File: src/hdl/adb_pkg.sv
// Package with build options, formats, register map and timing counts
package adb_pkg;
  // Read path format codes
  localparam logic [1:0] ADB_RD_AES_AES = 2'h0;
  localparam logic [1:0] ADB_RD_AES_PCM = 2'h1;
  localparam logic [1:0] ADB_RD_PCM_PCM = 2'h2;
  localparam logic [1:0] ADB_RD_PCM_AES = 2'h3;
  // Write path format codes
  localparam logic [1:0] ADB_WR_AES_AES = 2'h0;
  localparam logic [1:0] ADB_WR_AES_PCM = 2'h1;
  localparam logic [1:0] ADB_WR_PCM_PCM = 2'h2;
  // Layouts
  localparam logic ADB_LAYOUT_INTERLEAVED = 1'b0;
  localparam logic ADB_LAYOUT_SPLIT = 1'b1;
  // Widths
  localparam int ADB_STREAM_W = 32;
  localparam int ADB_ADDR_MIN = 32;
  localparam int ADB_ADDR_MAX = 64;
  localparam int ADB_CH_W = 3;
  // AES word fields: sample in bits 27:4, side info elsewhere
  localparam int ADB_AES_PCM_LSB = 4;
  localparam int ADB_AES_PCM_W = 24;
  // Register offsets (byte addresses)
  localparam logic [7:0] ADB_REG_CTRL = 8'h00;
  localparam logic [7:0] ADB_REG_FS_MULT = 8'h04;
  localparam logic [7:0] ADB_REG_STATUS = 8'h08;
  localparam logic [7:0] ADB_REG_BUILD = 8'h0c;
  localparam logic [7:0] ADB_REG_RD_COUNT = 8'h10;
  localparam logic [7:0] ADB_REG_WR_COUNT = 8'h14;
  // Control fields
  localparam int ADB_CTRL_RD_RUN = 0;
  localparam int ADB_CTRL_WR_RUN = 1;
  localparam int ADB_CTRL_CH_LSB = 4;
  // Reset values
  localparam logic [31:0] ADB_CTRL_RST = 32'h0000_0020;
  localparam logic [15:0] ADB_FS_MULT_RST = 16'h0100;
  // Buffer depth
  localparam int ADB_BUF_DEPTH = 2;
endpackage

File: src/hdl/adb_sync.sv
// Two-stage level synchroniser, bypassed when clocks are common
`timescale 1ns/1ps
`default_nettype none
module adb_sync
  import adb_pkg::*;
#(
  parameter bit ASYNC = 1'b1
) (
  // Clock and reset
  input wire logic clk_i,
  input wire logic resetn_i,
  // Level
  input wire logic d_i,
  output logic q_o
);
  logic meta;
  logic hold;
  always_ff @(posedge clk_i) begin
    if (!resetn_i) begin
      meta <= 1'b0;
      hold <= 1'b0;
    end else begin
      meta <= d_i;
      hold <= meta;
    end
  end
  assign q_o = ASYNC ? hold : d_i;
endmodule
`default_nettype wire

File: src/hdl/adb_skid.sv
// Two-entry buffer with valid and ready on both sides
`timescale 1ns/1ps
`default_nettype none
module adb_skid
  import adb_pkg::*;
(
  // Clock and reset
  input wire logic clk_i,
  input wire logic resetn_i,
  // Fill side
  input wire logic [ADB_STREAM_W-1:0] in_data_i,
  input wire logic in_valid_i,
  output logic in_ready_o,
  // Drain side
  output logic [ADB_STREAM_W-1:0] out_data_o,
  output logic out_valid_o,
  input wire logic out_ready_i
);
  logic [ADB_STREAM_W-1:0] mem [ADB_BUF_DEPTH];
  logic wr_ptr;
  logic rd_ptr;
  logic [1:0] count;
  wire push = in_valid_i && in_ready_o;
  wire pop = out_valid_o && out_ready_i;
  always_ff @(posedge clk_i) begin
    if (!resetn_i) begin
      wr_ptr <= 1'b0;
      rd_ptr <= 1'b0;
      count <= 2'h0;
      in_ready_o <= 1'b1;
      out_valid_o <= 1'b0;
    end else begin
      if (push) begin
        mem[wr_ptr] <= in_data_i;
        wr_ptr <= ~wr_ptr;
      end
      if (pop) begin
        rd_ptr <= ~rd_ptr;
      end
      count <= count + {1'b0, push} - {1'b0, pop};
      in_ready_o <= (count + {1'b0, push} - {1'b0, pop}) != 2'h2;
      out_valid_o <= (count + {1'b0, push} - {1'b0, pop}) != 2'h0;
    end
  end
  assign out_data_o = mem[rd_ptr];
endmodule
`default_nettype wire

File: src/hdl/adb_top.sv
// Audio DMA build-option layer: format and layout of both paths, pacing of the read path
//
// Behaviour
// Read path exists only when read_path_present is 1; default present.
// Write path exists only when write_path_present is 1; default present.
// Read channel limit is 2, 4, 6 or 8; default 2.
// Write channel limit is 2, 4, 6 or 8; default 2.
// Write format: 0 AES kept, 1 AES decoded to PCM, 2 PCM.
// Read format: 0 AES, 1 AES to PCM, 2 PCM, 3 PCM to AES.
// AES to PCM read strips side information, outputs sample only.
// Per-direction layout: 0 interleaved, 1 per-channel storage.
// Memory address width per direction is 32 to 64 bits.
// Read async option 1 adds synchronisers; 0 treats clocks common.
// Write async option 1 adds synchronisers; 0 assumes common clock.
// Stream data buses are always 32 bits wide.
// Write PCM source places sample bits at the low end.
// Read PCM output puts sample bits at the low end.
// Read samples leave at reference rate over sampling multiplier.
// Read frame samples leave in ascending channel order.
// Excluded direction keeps its outputs tied inactive.
//
// Added by the designer: strobed register access and the address map.
`timescale 1ns/1ps
`default_nettype none
module adb_top
  import adb_pkg::*;
#(
  parameter bit read_path_present = 1'b1,
  parameter bit write_path_present = 1'b1,
  parameter int read_channel_limit = 2,
  parameter int write_channel_limit = 2,
  parameter logic [1:0] read_format_select = ADB_RD_PCM_AES,
  parameter logic [1:0] write_format_select = ADB_WR_AES_PCM,
  parameter bit read_layout_select = ADB_LAYOUT_INTERLEAVED,
  parameter bit write_layout_select = ADB_LAYOUT_INTERLEAVED,
  parameter int read_addr_width = 64,
  parameter int write_addr_width = 64,
  parameter bit read_async_option = 1'b1,
  parameter bit write_async_option = 1'b1
) (
  // Clock and reset
  input wire logic clk_i,
  input wire logic resetn_i,
  // Register port
  input wire logic [7:0] reg_addr_i,
  input wire logic [31:0] reg_wdata_i,
  input wire logic reg_wr_i,
  input wire logic reg_rd_i,
  output logic [31:0] reg_rdata_o,
  // Read path: memory word in, stream out
  input wire logic [ADB_STREAM_W-1:0] rd_mem_data_i,
  input wire logic rd_mem_valid_i,
  output logic rd_mem_ready_o,
  output logic [ADB_STREAM_W-1:0] rd_stream_data_o,
  output logic [ADB_CH_W-1:0] rd_stream_chan_o,
  output logic rd_stream_valid_o,
  input wire logic rd_stream_ready_i,
  output logic [read_addr_width-1:0] rd_mem_addr_o,
  // Write path: stream in, memory word out
  input wire logic [ADB_STREAM_W-1:0] wr_stream_data_i,
  input wire logic wr_stream_valid_i,
  output logic wr_stream_ready_o,
  output logic [ADB_STREAM_W-1:0] wr_mem_data_o,
  output logic wr_mem_valid_o,
  input wire logic wr_mem_ready_i,
  output logic [write_addr_width-1:0] wr_mem_addr_o
);
  // Build checks
  initial begin
    if (!(read_channel_limit inside {2, 4, 6, 8})) begin
      $error("read channel limit must be 2, 4, 6 or 8");
    end
    if (!(write_channel_limit inside {2, 4, 6, 8})) begin
      $error("write channel limit must be 2, 4, 6 or 8");
    end
    if (read_addr_width < ADB_ADDR_MIN || read_addr_width > ADB_ADDR_MAX) begin
      $error("read address width out of range");
    end
    if (write_addr_width < ADB_ADDR_MIN || write_addr_width > ADB_ADDR_MAX)
    begin
      $error("write address width out of range");
    end
    if (write_format_select > ADB_WR_PCM_PCM) begin
      $error("write format code must be 0, 1 or 2");
    end
  end

  // Registers
  logic [31:0] ctrl;
  logic [15:0] fs_mult;
  logic [31:0] rd_count;
  logic [31:0] wr_count;

  wire sel_ctrl = reg_addr_i == ADB_REG_CTRL;
  wire sel_fs = reg_addr_i == ADB_REG_FS_MULT;
  wire [2:0] rd_ch_max = 3'(read_channel_limit - 1);
  wire [2:0] wr_ch_max = 3'(write_channel_limit - 1);
  wire [2:0] prog_ch = ctrl[ADB_CTRL_CH_LSB +: 3];
  wire [2:0] rd_last = prog_ch > rd_ch_max ? rd_ch_max : prog_ch;

  // Read-back of block state
  logic rd_run_s;
  logic wr_run_s;
  wire [31:0] status_word = {28'h0, rd_stream_valid_o, wr_mem_valid_o,
                             wr_run_s, rd_run_s};
  wire [31:0] build_word = {8'h00, 7'(read_addr_width), 1'b0,
                            7'(write_addr_width), 1'b0,
                            write_layout_select, read_layout_select,
                            write_format_select, read_format_select,
                            write_path_present, read_path_present};
  wire [31:0] rd_mux =
    reg_addr_i == ADB_REG_CTRL ? ctrl :
    reg_addr_i == ADB_REG_FS_MULT ? {16'h0000, fs_mult} :
    reg_addr_i == ADB_REG_STATUS ? status_word :
    reg_addr_i == ADB_REG_BUILD ? build_word :
    reg_addr_i == ADB_REG_RD_COUNT ? rd_count :
    reg_addr_i == ADB_REG_WR_COUNT ? wr_count : 32'h0000_0000;

  always_ff @(posedge clk_i) begin
    if (!resetn_i) begin
      ctrl <= ADB_CTRL_RST;
      fs_mult <= ADB_FS_MULT_RST;
      reg_rdata_o <= 32'h0000_0000;
    end else begin
      if (reg_wr_i && sel_ctrl) begin
        ctrl <= reg_wdata_i;
      end
      if (reg_wr_i && sel_fs) begin
        fs_mult <= reg_wdata_i[15:0];
      end
      reg_rdata_o <= reg_rd_i ? rd_mux : 32'h0000_0000;
    end
  end

  // Run bits into each datapath
  adb_sync #(.ASYNC(read_async_option)) u_rd_sync (
    .clk_i(clk_i),
    .resetn_i(resetn_i),
    .d_i(ctrl[ADB_CTRL_RD_RUN] & read_path_present),
    .q_o(rd_run_s)
  );
  adb_sync #(.ASYNC(write_async_option)) u_wr_sync (
    .clk_i(clk_i),
    .resetn_i(resetn_i),
    .d_i(ctrl[ADB_CTRL_WR_RUN] & write_path_present),
    .q_o(wr_run_s)
  );

  // Read path sample pacing
  logic [15:0] fs_cnt;
  logic fs_tick;
  always_ff @(posedge clk_i) begin
    if (!resetn_i || !rd_run_s) begin
      fs_cnt <= 16'h0000;
      fs_tick <= 1'b0;
    end else if (fs_cnt + 16'h0001 >= fs_mult) begin
      fs_cnt <= 16'h0000;
      fs_tick <= 1'b1;
    end else begin
      fs_cnt <= fs_cnt + 16'h0001;
      fs_tick <= 1'b0;
    end
  end

  // Read path format conversion
  logic aes_pre;
  wire [31:0] rd_pcm_part = rd_mem_data_i;
  wire [31:0] rd_aes_strip =
    {8'h00, rd_mem_data_i[ADB_AES_PCM_LSB +: ADB_AES_PCM_W]};
  wire [31:0] rd_aes_make =
    {4'h0, rd_mem_data_i[ADB_AES_PCM_W-1:0], 3'h0, 1'b0};
  wire [31:0] rd_conv =
    read_format_select == ADB_RD_AES_PCM ? rd_aes_strip :
    read_format_select == ADB_RD_PCM_AES ? rd_aes_make : rd_pcm_part;

  // Read stream output stage, paced by the sample tick
  logic [ADB_STREAM_W-1:0] rd_buf_data;
  logic rd_buf_valid;
  logic rd_buf_ready;
  logic rd_in_ready;
  logic [ADB_CH_W-1:0] rd_chan;
  logic rd_frame_go;
  wire rd_take = read_path_present && rd_mem_valid_i && rd_mem_ready_o;
  wire rd_fire = rd_stream_valid_o && rd_stream_ready_i;
  assign rd_buf_ready = read_path_present && rd_run_s &&
                        (!rd_stream_valid_o || rd_stream_ready_i) &&
                        (rd_frame_go || fs_tick);

  adb_skid u_rd_buf (
    .clk_i(clk_i),
    .resetn_i(resetn_i),
    .in_data_i(rd_conv),
    .in_valid_i(rd_take),
    .in_ready_o(rd_in_ready),
    .out_data_o(rd_buf_data),
    .out_valid_o(rd_buf_valid),
    .out_ready_i(rd_buf_ready)
  );

  wire rd_load = rd_buf_valid && rd_buf_ready;
  // Next buffer room, so the registered ready never promises a full slot
  wire next_rd_in_ready = rd_in_ready ?
    !(rd_buf_valid && rd_take && !rd_load) : rd_load;
  // Block start flag rides on the first word that leaves
  wire [31:0] rd_out_word = read_format_select == ADB_RD_PCM_AES ?
    {rd_buf_data[31:1], aes_pre} : rd_buf_data;
  wire [read_addr_width-1:0] rd_step =
    read_layout_select == ADB_LAYOUT_SPLIT ?
      read_addr_width'(4 * read_channel_limit) :
      read_addr_width'(4);
  always_ff @(posedge clk_i) begin
    if (!resetn_i || !read_path_present) begin
      rd_stream_data_o <= 32'h0000_0000;
      rd_stream_valid_o <= 1'b0;
      rd_stream_chan_o <= 3'h0;
      rd_chan <= 3'h0;
      rd_frame_go <= 1'b0;
      rd_mem_ready_o <= 1'b0;
      rd_count <= 32'h0000_0000;
      rd_mem_addr_o <= '0;
      aes_pre <= 1'b1;
    end else begin
      rd_mem_ready_o <= rd_run_s && next_rd_in_ready;
      if (rd_take) begin
        rd_mem_addr_o <= rd_mem_addr_o + rd_step;
      end
      if (rd_load) begin
        rd_stream_data_o <= rd_out_word;
        rd_stream_valid_o <= 1'b1;
        rd_stream_chan_o <= rd_chan;
        rd_count <= rd_count + 32'h0000_0001;
        aes_pre <= 1'b0;
        if (rd_chan >= rd_last) begin
          rd_chan <= 3'h0;
          rd_frame_go <= 1'b0;
        end else begin
          rd_chan <= rd_chan + 3'h1;
          rd_frame_go <= 1'b1;
        end
      end else if (rd_fire) begin
        rd_stream_valid_o <= 1'b0;
      end
    end
  end

  // Write path format conversion
  wire [31:0] wr_conv =
    write_format_select == ADB_WR_AES_PCM ?
      {8'h00, wr_stream_data_i[ADB_AES_PCM_LSB +: ADB_AES_PCM_W]} :
      wr_stream_data_i;
  logic wr_in_ready;
  logic [ADB_STREAM_W-1:0] wr_buf_data;
  logic wr_buf_valid;
  wire wr_take = write_path_present && wr_stream_valid_i &&
                 wr_stream_ready_o;
  wire wr_buf_ready = write_path_present &&
                      (!wr_mem_valid_o || wr_mem_ready_i);
  wire wr_pop = wr_buf_valid && wr_buf_ready;
  // Next buffer room, so the registered ready never promises a full slot
  wire next_wr_in_ready = wr_in_ready ?
    !(wr_buf_valid && wr_take && !wr_pop) : wr_pop;

  adb_skid u_wr_buf (
    .clk_i(clk_i),
    .resetn_i(resetn_i),
    .in_data_i(wr_conv),
    .in_valid_i(wr_take),
    .in_ready_o(wr_in_ready),
    .out_data_o(wr_buf_data),
    .out_valid_o(wr_buf_valid),
    .out_ready_i(wr_buf_ready)
  );

  // Interleaved layout steps one word; split layout steps per channel
  logic [ADB_CH_W-1:0] wr_chan;
  wire [write_addr_width-1:0] wr_step =
    write_layout_select == ADB_LAYOUT_SPLIT ?
      write_addr_width'(4 * write_channel_limit) :
      write_addr_width'(4);
  always_ff @(posedge clk_i) begin
    if (!resetn_i || !write_path_present) begin
      wr_mem_data_o <= 32'h0000_0000;
      wr_mem_valid_o <= 1'b0;
      wr_stream_ready_o <= 1'b0;
      wr_mem_addr_o <= '0;
      wr_chan <= 3'h0;
      wr_count <= 32'h0000_0000;
    end else begin
      wr_stream_ready_o <= wr_run_s && next_wr_in_ready;
      if (wr_pop) begin
        wr_mem_data_o <= wr_buf_data;
        wr_mem_valid_o <= 1'b1;
        wr_count <= wr_count + 32'h0000_0001;
        wr_mem_addr_o <= wr_mem_addr_o + wr_step;
        wr_chan <= wr_chan >= wr_ch_max ? 3'h0 : wr_chan + 3'h1;
      end else if (wr_mem_ready_i) begin
        wr_mem_valid_o <= 1'b0;
      end
    end
  end

  // Checks
  rd_order_a: assert property (@(posedge clk_i) disable iff (!resetn_i)
    rd_load && rd_chan < rd_last |=> rd_stream_chan_o == $past(rd_chan))
    else $error("read channel order broken");
  rd_off_a: assert property (@(posedge clk_i) disable iff (!resetn_i)
    !read_path_present |-> !rd_stream_valid_o && !rd_mem_ready_o)
    else $error("excluded read path active");
  wr_off_a: assert property (@(posedge clk_i) disable iff (!resetn_i)
    !write_path_present |-> !wr_mem_valid_o && !wr_stream_ready_o)
    else $error("excluded write path active");
  rd_hold_a: assert property (@(posedge clk_i) disable iff (!resetn_i)
    rd_stream_valid_o && !rd_stream_ready_i |=>
    rd_stream_valid_o && $stable(rd_stream_data_o))
    else $error("read stream dropped under stall");
  wr_hold_a: assert property (@(posedge clk_i) disable iff (!resetn_i)
    wr_mem_valid_o && !wr_mem_ready_i |=> $stable(wr_mem_data_o))
    else $error("write word changed under stall");
  rd_strip_a: assert property (@(posedge clk_i) disable iff (!resetn_i)
    read_format_select == ADB_RD_AES_PCM && rd_stream_valid_o |->
    rd_stream_data_o[31:24] == 8'h00)
    else $error("side information left on read stream");
  wr_strip_a: assert property (@(posedge clk_i) disable iff (!resetn_i)
    write_format_select == ADB_WR_AES_PCM && wr_mem_valid_o |->
    wr_mem_data_o[31:24] == 8'h00)
    else $error("side information stored in write path");
  fs_pace_a: assert property (@(posedge clk_i) disable iff (!resetn_i)
    fs_tick && fs_mult > 16'h0001 |=> !fs_tick)
    else $error("sample tick faster than multiplier");
  run_idle_a: assert property (@(posedge clk_i) disable iff (!resetn_i)
    !rd_run_s |=> !fs_tick)
    else $error("read pacing while stopped");
  rd_room_a: assert property (@(posedge clk_i) disable iff (!resetn_i)
    rd_take |-> rd_in_ready)
    else $error("read word taken into a full buffer");
  wr_room_a: assert property (@(posedge clk_i) disable iff (!resetn_i)
    wr_take |-> wr_in_ready)
    else $error("write word taken into a full buffer");
  rd_start_a: assert property (@(posedge clk_i) disable iff (!resetn_i)
    rd_load && rd_chan == 3'h0 |-> fs_tick)
    else $error("read frame started without sample tick");
  aes_first_a: assert property (@(posedge clk_i) disable iff (!resetn_i)
    read_format_select == ADB_RD_PCM_AES && rd_load && !aes_pre |=>
    !rd_stream_data_o[0])
    else $error("block start flag on a later word");
endmodule
`default_nettype wire

File: config.mk
export PLATFORM = sky130hd
export DESIGN_NAME = adb_top
export DESIGN_NICKNAME = d
export VERILOG_FILES = /design/src/hdl/adb_pkg.sv /design/src/hdl/adb_sync.sv /design/src/hdl/adb_skid.sv /design/src/hdl/adb_top.sv
export SDC_FILE = /design/constraint.sdc
export NUM_CORES = 1
export LEC_CHECK = 0
export ABC_AREA = 0
export CAP_MARGIN = 10
export CORE_ASPECT_RATIO = 1.25
export CORE_MARGIN = 4
export CORE_UTILIZATION = 48
export DETAILED_ROUTE_END_ITERATION = 12
export DONT_BUFFER_PORTS = 1
export PLACE_DENSITY = 0.71
export SYNTH_ARGS = -nofsm -noshare
export SYNTH_HDL_FRONTEND = slang
export SYNTH_SLANG_ARGS = --single-unit
File: constraint.sdc
create_clock -name clk_i -period 9.25 [get_ports clk_i]
set_input_delay 1.85 -clock clk_i [delete_from_list [all_inputs] [get_ports clk_i]]
set_output_delay 1.85 -clock clk_i [all_outputs]
set_load 0.005 [all_outputs]
==> Flow_metrics.wiki <==
{| class="wikitable"
! Metric !! Value
|-
| Outcome || finished, final reports clean
|-
| Fraction of the mapped netlist area in compound gates || 0.110
|-
| Layout fillers || 3,416
|-
| Number of design rule violations left after detail routing || 0
|-
| Part of the total power dissipated in sequential elements || 0.504
|-
| Depth of the CTS H-tree || 2
|-
| Die Y-Extent || roughly 230 µm
|-
| Library cell with the highest instance count after synthesis || sky130_fd_sc_hd__dfxtp_1
|-
| Final core utilization || 0.534
|-
| Critical Path, Cell by Cell || nor2b_1, or3_1, inv_2, ha_1, inv_1, ha_1, xnor2_1, xnor2_1, nand2_1, or2_2
|-
| Count of boundary I/O pins || around 340
|-
| Top cells by area, synth || sky130_fd_sc_hd__dfxtp_1 (38%), sky130_fd_sc_hd__edfxtp_1 (15%), sky130_fd_sc_hd__nand2_1 (4.1%)
|-
| Cts-stage hold buffer count || 0
|-
| Detailed-route wire length per cell || 19.2 µm
|-
| Distinct cell type count after synthesis || 58
|-
| Transition time at the pin with the least slew margin || 1230 ps
|-
| Flops & latches, synth || between 400 and 500
|-
| Leak || 6.62 nW
|-
| Clk Tree Root Cell || sky130_fd_sc_hd__clkbuf_16
|-
| NetSw || 0.000983 W
|-
| Critical-path maximum fanout || 56
|-
| Final TNS setup || 0 ps
|-
| Drt first pass iters || 7
|-
| # setup viols final || 0
|-
| Cell row count || a little over 80
|-
| Most instantiated flip-flop cell in the synthesis netlist || sky130_fd_sc_hd__dfxtp_1
|-
| Port bufs || 0
|-
| WP data required || 9720 ps
|-
| Min Clock Period, post-route || 4070 ps
|-
| Area of the multi-input gates || 8400 µm²
|-
| GRT Total Usage || 0.211
|-
| CTS clk-pin slew, worst paths || 60 ps
|-
| Total of max-cap violations || 0
|-
| Cts bufs inserted || 46
|-
| First-pass GRT wire length || approximately 75 mm
|-
| Mean post-synth cell area || 9.53 µm²
|-
| Global route total overflow || 0
|-
| Startpoint Class || input pin
|-
| Number of nets at the end of the flow || around 2.1k
|-
| Simple-gate share of the synthesized area || 0.220
|-
| Area share of fa/ha/maj cells after synthesis || 0.0189
|-
| Vias post-DR || 14.9k
|-
| Horizontal die dimension || about 190 µm
|-
| Maximum ir drop on the vdd rail || 0.000167 V
|-
| Count of nets left with antenna violations after detail routing || 0
|-
| Final count of pins violating max slew || 0
|-
| Via count of the first global-routing pass || 14.1k
|-
| Proportion of total power due to net switching || 0.230
|-
| Post-route clock period utilization || 0.440
|-
| Via-to-Cell Ratio || ~6.0
|-
| Area used by sequential logic in the layout || 10,100 µm²
|-
| Worst-case headroom to the max-slew limit || 0.177
|-
| Die area || 43,300 µm²
|-
| Yosys warning total || 0
|-
| Layout cell share with drive strength beyond 1 || 0.0574
|-
| Cells after Synth || 2,015
|-
| Cts repair resizes || 0
|-
| Most frequent cells after synthesis || sky130_fd_sc_hd__dfxtp_1 (362), sky130_fd_sc_hd__nand2_1 (212), sky130_fd_sc_hd__nor2_1 (200)
|-
| Synthesis-to-finish area growth || 9.39%
|-
| Cell-internal power || 0.00330 W
|-
| Clock power frac || 0.442
|-
| Kind of capture point of the worst setup path || flip-flop
|-
| Maximum clock frequency || ~250 MHz
|-
| Share of the synthesized netlist area taken by xor and xnor gates || 0.0552
|-
| Total power divided by cell area || 204 nW/µm²
|-
| Top delay family on crit path || simple AND/OR/NAND/NOR gates
|-
| Data arrival at the endpoint of the critical path || between 4000 and 5000 ps
|-
| Combinational group share of total power || 0.055
|-
| Diode count || 0
|-
| Buffer levels on the longest clock path || 3
|-
| Register-to-register setup slack || 5840 ps
|-
| Proportion of synthesized chip area in sequential cells || 0.527
|-
| Detailed-route wire length || 47.9 mm
|-
| Clock tree from TritonCTS || built
|-
| Placer's final routability congestion estimate || 0.901
|-
| Number of synthesized flops with an enable pin || 96
|-
| Maximum number of pins on one net before global-route repair || between 150 and 200
|-
| Post-detailed-placement half-perimeter wirelength || 32.9 mm
|-
| Mapped Area || 19,200 µm²
|-
| Synth top area share || 0.377
|-
| Unrepaired setup endpoints after global routing || no
|-
| Share of synthesized flip-flops with an asynchronous set or reset || 0
|-
| Critical path's largest stage delay || 780 ps
|-
| Mux share of post-synthesis cell area || 0.0281
|-
| Core outline area || 39,300 µm²
|-
| Largest family of logic cells by synthesized area || simple AND/OR/NAND/NOR gates
|-
| Buffers and inverters on the worst path || 2
|-
| Post-synth top area cell || sky130_fd_sc_hd__dfxtp_1
|-
| Worst min-delay path class || reg2reg
|-
| Standard cell with the maximum stage delay on the critical path || sky130_fd_sc_hd__inv_2
|-
| Final number of hold-violating endpoints || 0
|-
| Final Skew || ~18 ps
|-
| Post-CTS Repair Setup Buffers || 0
|-
| Later-pin clock latency in the skew report || slightly below 600 ps
|-
| Initial antenna violation count || 0
|-
| Initial core utilization || 0.488
|-
| TritonCTS Sinks || about 460
|-
| Startpoint-to-endpoint class of the critical path || in2reg
|-
| Number of DRC markers after the initial detailed-route iteration || 973
|}
==> layout make-up <==
| cell class | instances | area share |
|---|---|---|
| Clock inverter | 19 | 0.0107 |
| Clock buffer | 63 | 0.0626 |
| Tap cell | 498 | 0.0297 |
| Timing Repair Buffer | 16 | 0.00572 |
| Sequential cell | 458 | 0.482 |
| Multi-Input combinational cell | 1396 | 0.400 |
| Inverter | 52 | 0.00965 |
==> registers in the layout (all words and copies together) (netlist names), 2 cells and up <==
register,count
wr_mem_data_o,24
rd_stream_chan_o,3
rd_mem_addr_o,62
rd_chan,3
u_rd_buf.mem,48
u_wr_buf.mem,48
fs_mult,16
fs_cnt,16
rd_stream_data_o,25
u_wr_buf.count,2
u_rd_buf.count,2
rd_count,32
wr_count,32
ctrl,32
wr_mem_addr_o,62
reg_rdata_o,32
==> path summary, 6_finish.rpt <==
path | start | endpoint | cells past startpoint
hold / removal | u_wr_sync.meta | u_wr_sync.q_o | 1
hold reg to reg | u_wr_sync.meta | u_wr_sync.q_o | 1
setup / recovery | rd_stream_ready_i | u_rd_buf.in_ready_o | 10
setup reg to reg | fs_cnt[2] | fs_cnt[5] | 10
==> logic make-up after synthesis <==
family / after synthesis
xor gates and xnor gates: 121
AOI/OAI and AO/OA: 340
and+or+nand+nor: 831
DFF: 458
muxes: 54
other: 2
adders and majority gates: 29
buffers and inverters: 180
==> cell usage in the layout, fill, tap and decap left out, drive strengths merged, types with 34 or more instances in the layout <==
master  instances
a211oi         49
inv            56
nor4           44
edfxtp         96
mux2i          54
nor2          200
xnor2          84
o21ai          52
xor2           37
dfxtp         362
a21oi         155
nand3          95
nand4          58
or4            34
or3            55
clkbuf         63
nand2         212
==> per-stage QoR <==
step | setup slack, ps | cells | total power (W) | cell area [µm²] | hold WS, ps
floorplan | 5040 | 2034 | 0.00238 | 19300 | 412
CTS | 5160 | 2502 | 0.00433 | 21000 | 433
global placement | 4550 | 2420 | 0.00242 | 19500 | 414
global route | 4960 | 2502 | 0.00444 | 21000 | 446
detailed placement | 4540 | 2420 | 0.00243 | 19500 | 419
finish | 5180 | 2502 | 0.00428 | 21000 | 436
==> power by group through the flow <==
stage | Combinational (W) | Clock (W) | Sequential [W]
after floorplan | 0.000207 | 0 | 0.00217
after global placement | 0.000227 | 0 | 0.00220
after detailed placement | 0.000234 | 0 | 0.00220
after CTS | 0.000236 | 0.00194 | 0.00216
after global routing | 0.000262 | 0.00202 | 0.00216
final | 0.000233 | 0.00189 | 0.00215
==> layer usage <==
layer | global-route usage | vias up | wire length (µm)
met5 | 0 | - | 0
met4 | 0.0751 | 0 | 1590
met3 | 0.0783 | 109 | 4920
met2 | 0.361 | 540 | 22900
met1 | 0.243 | 7112 | 18500
li1 | - | 7132 | -
No activity file was read; power rests on OpenSTA's default activity.
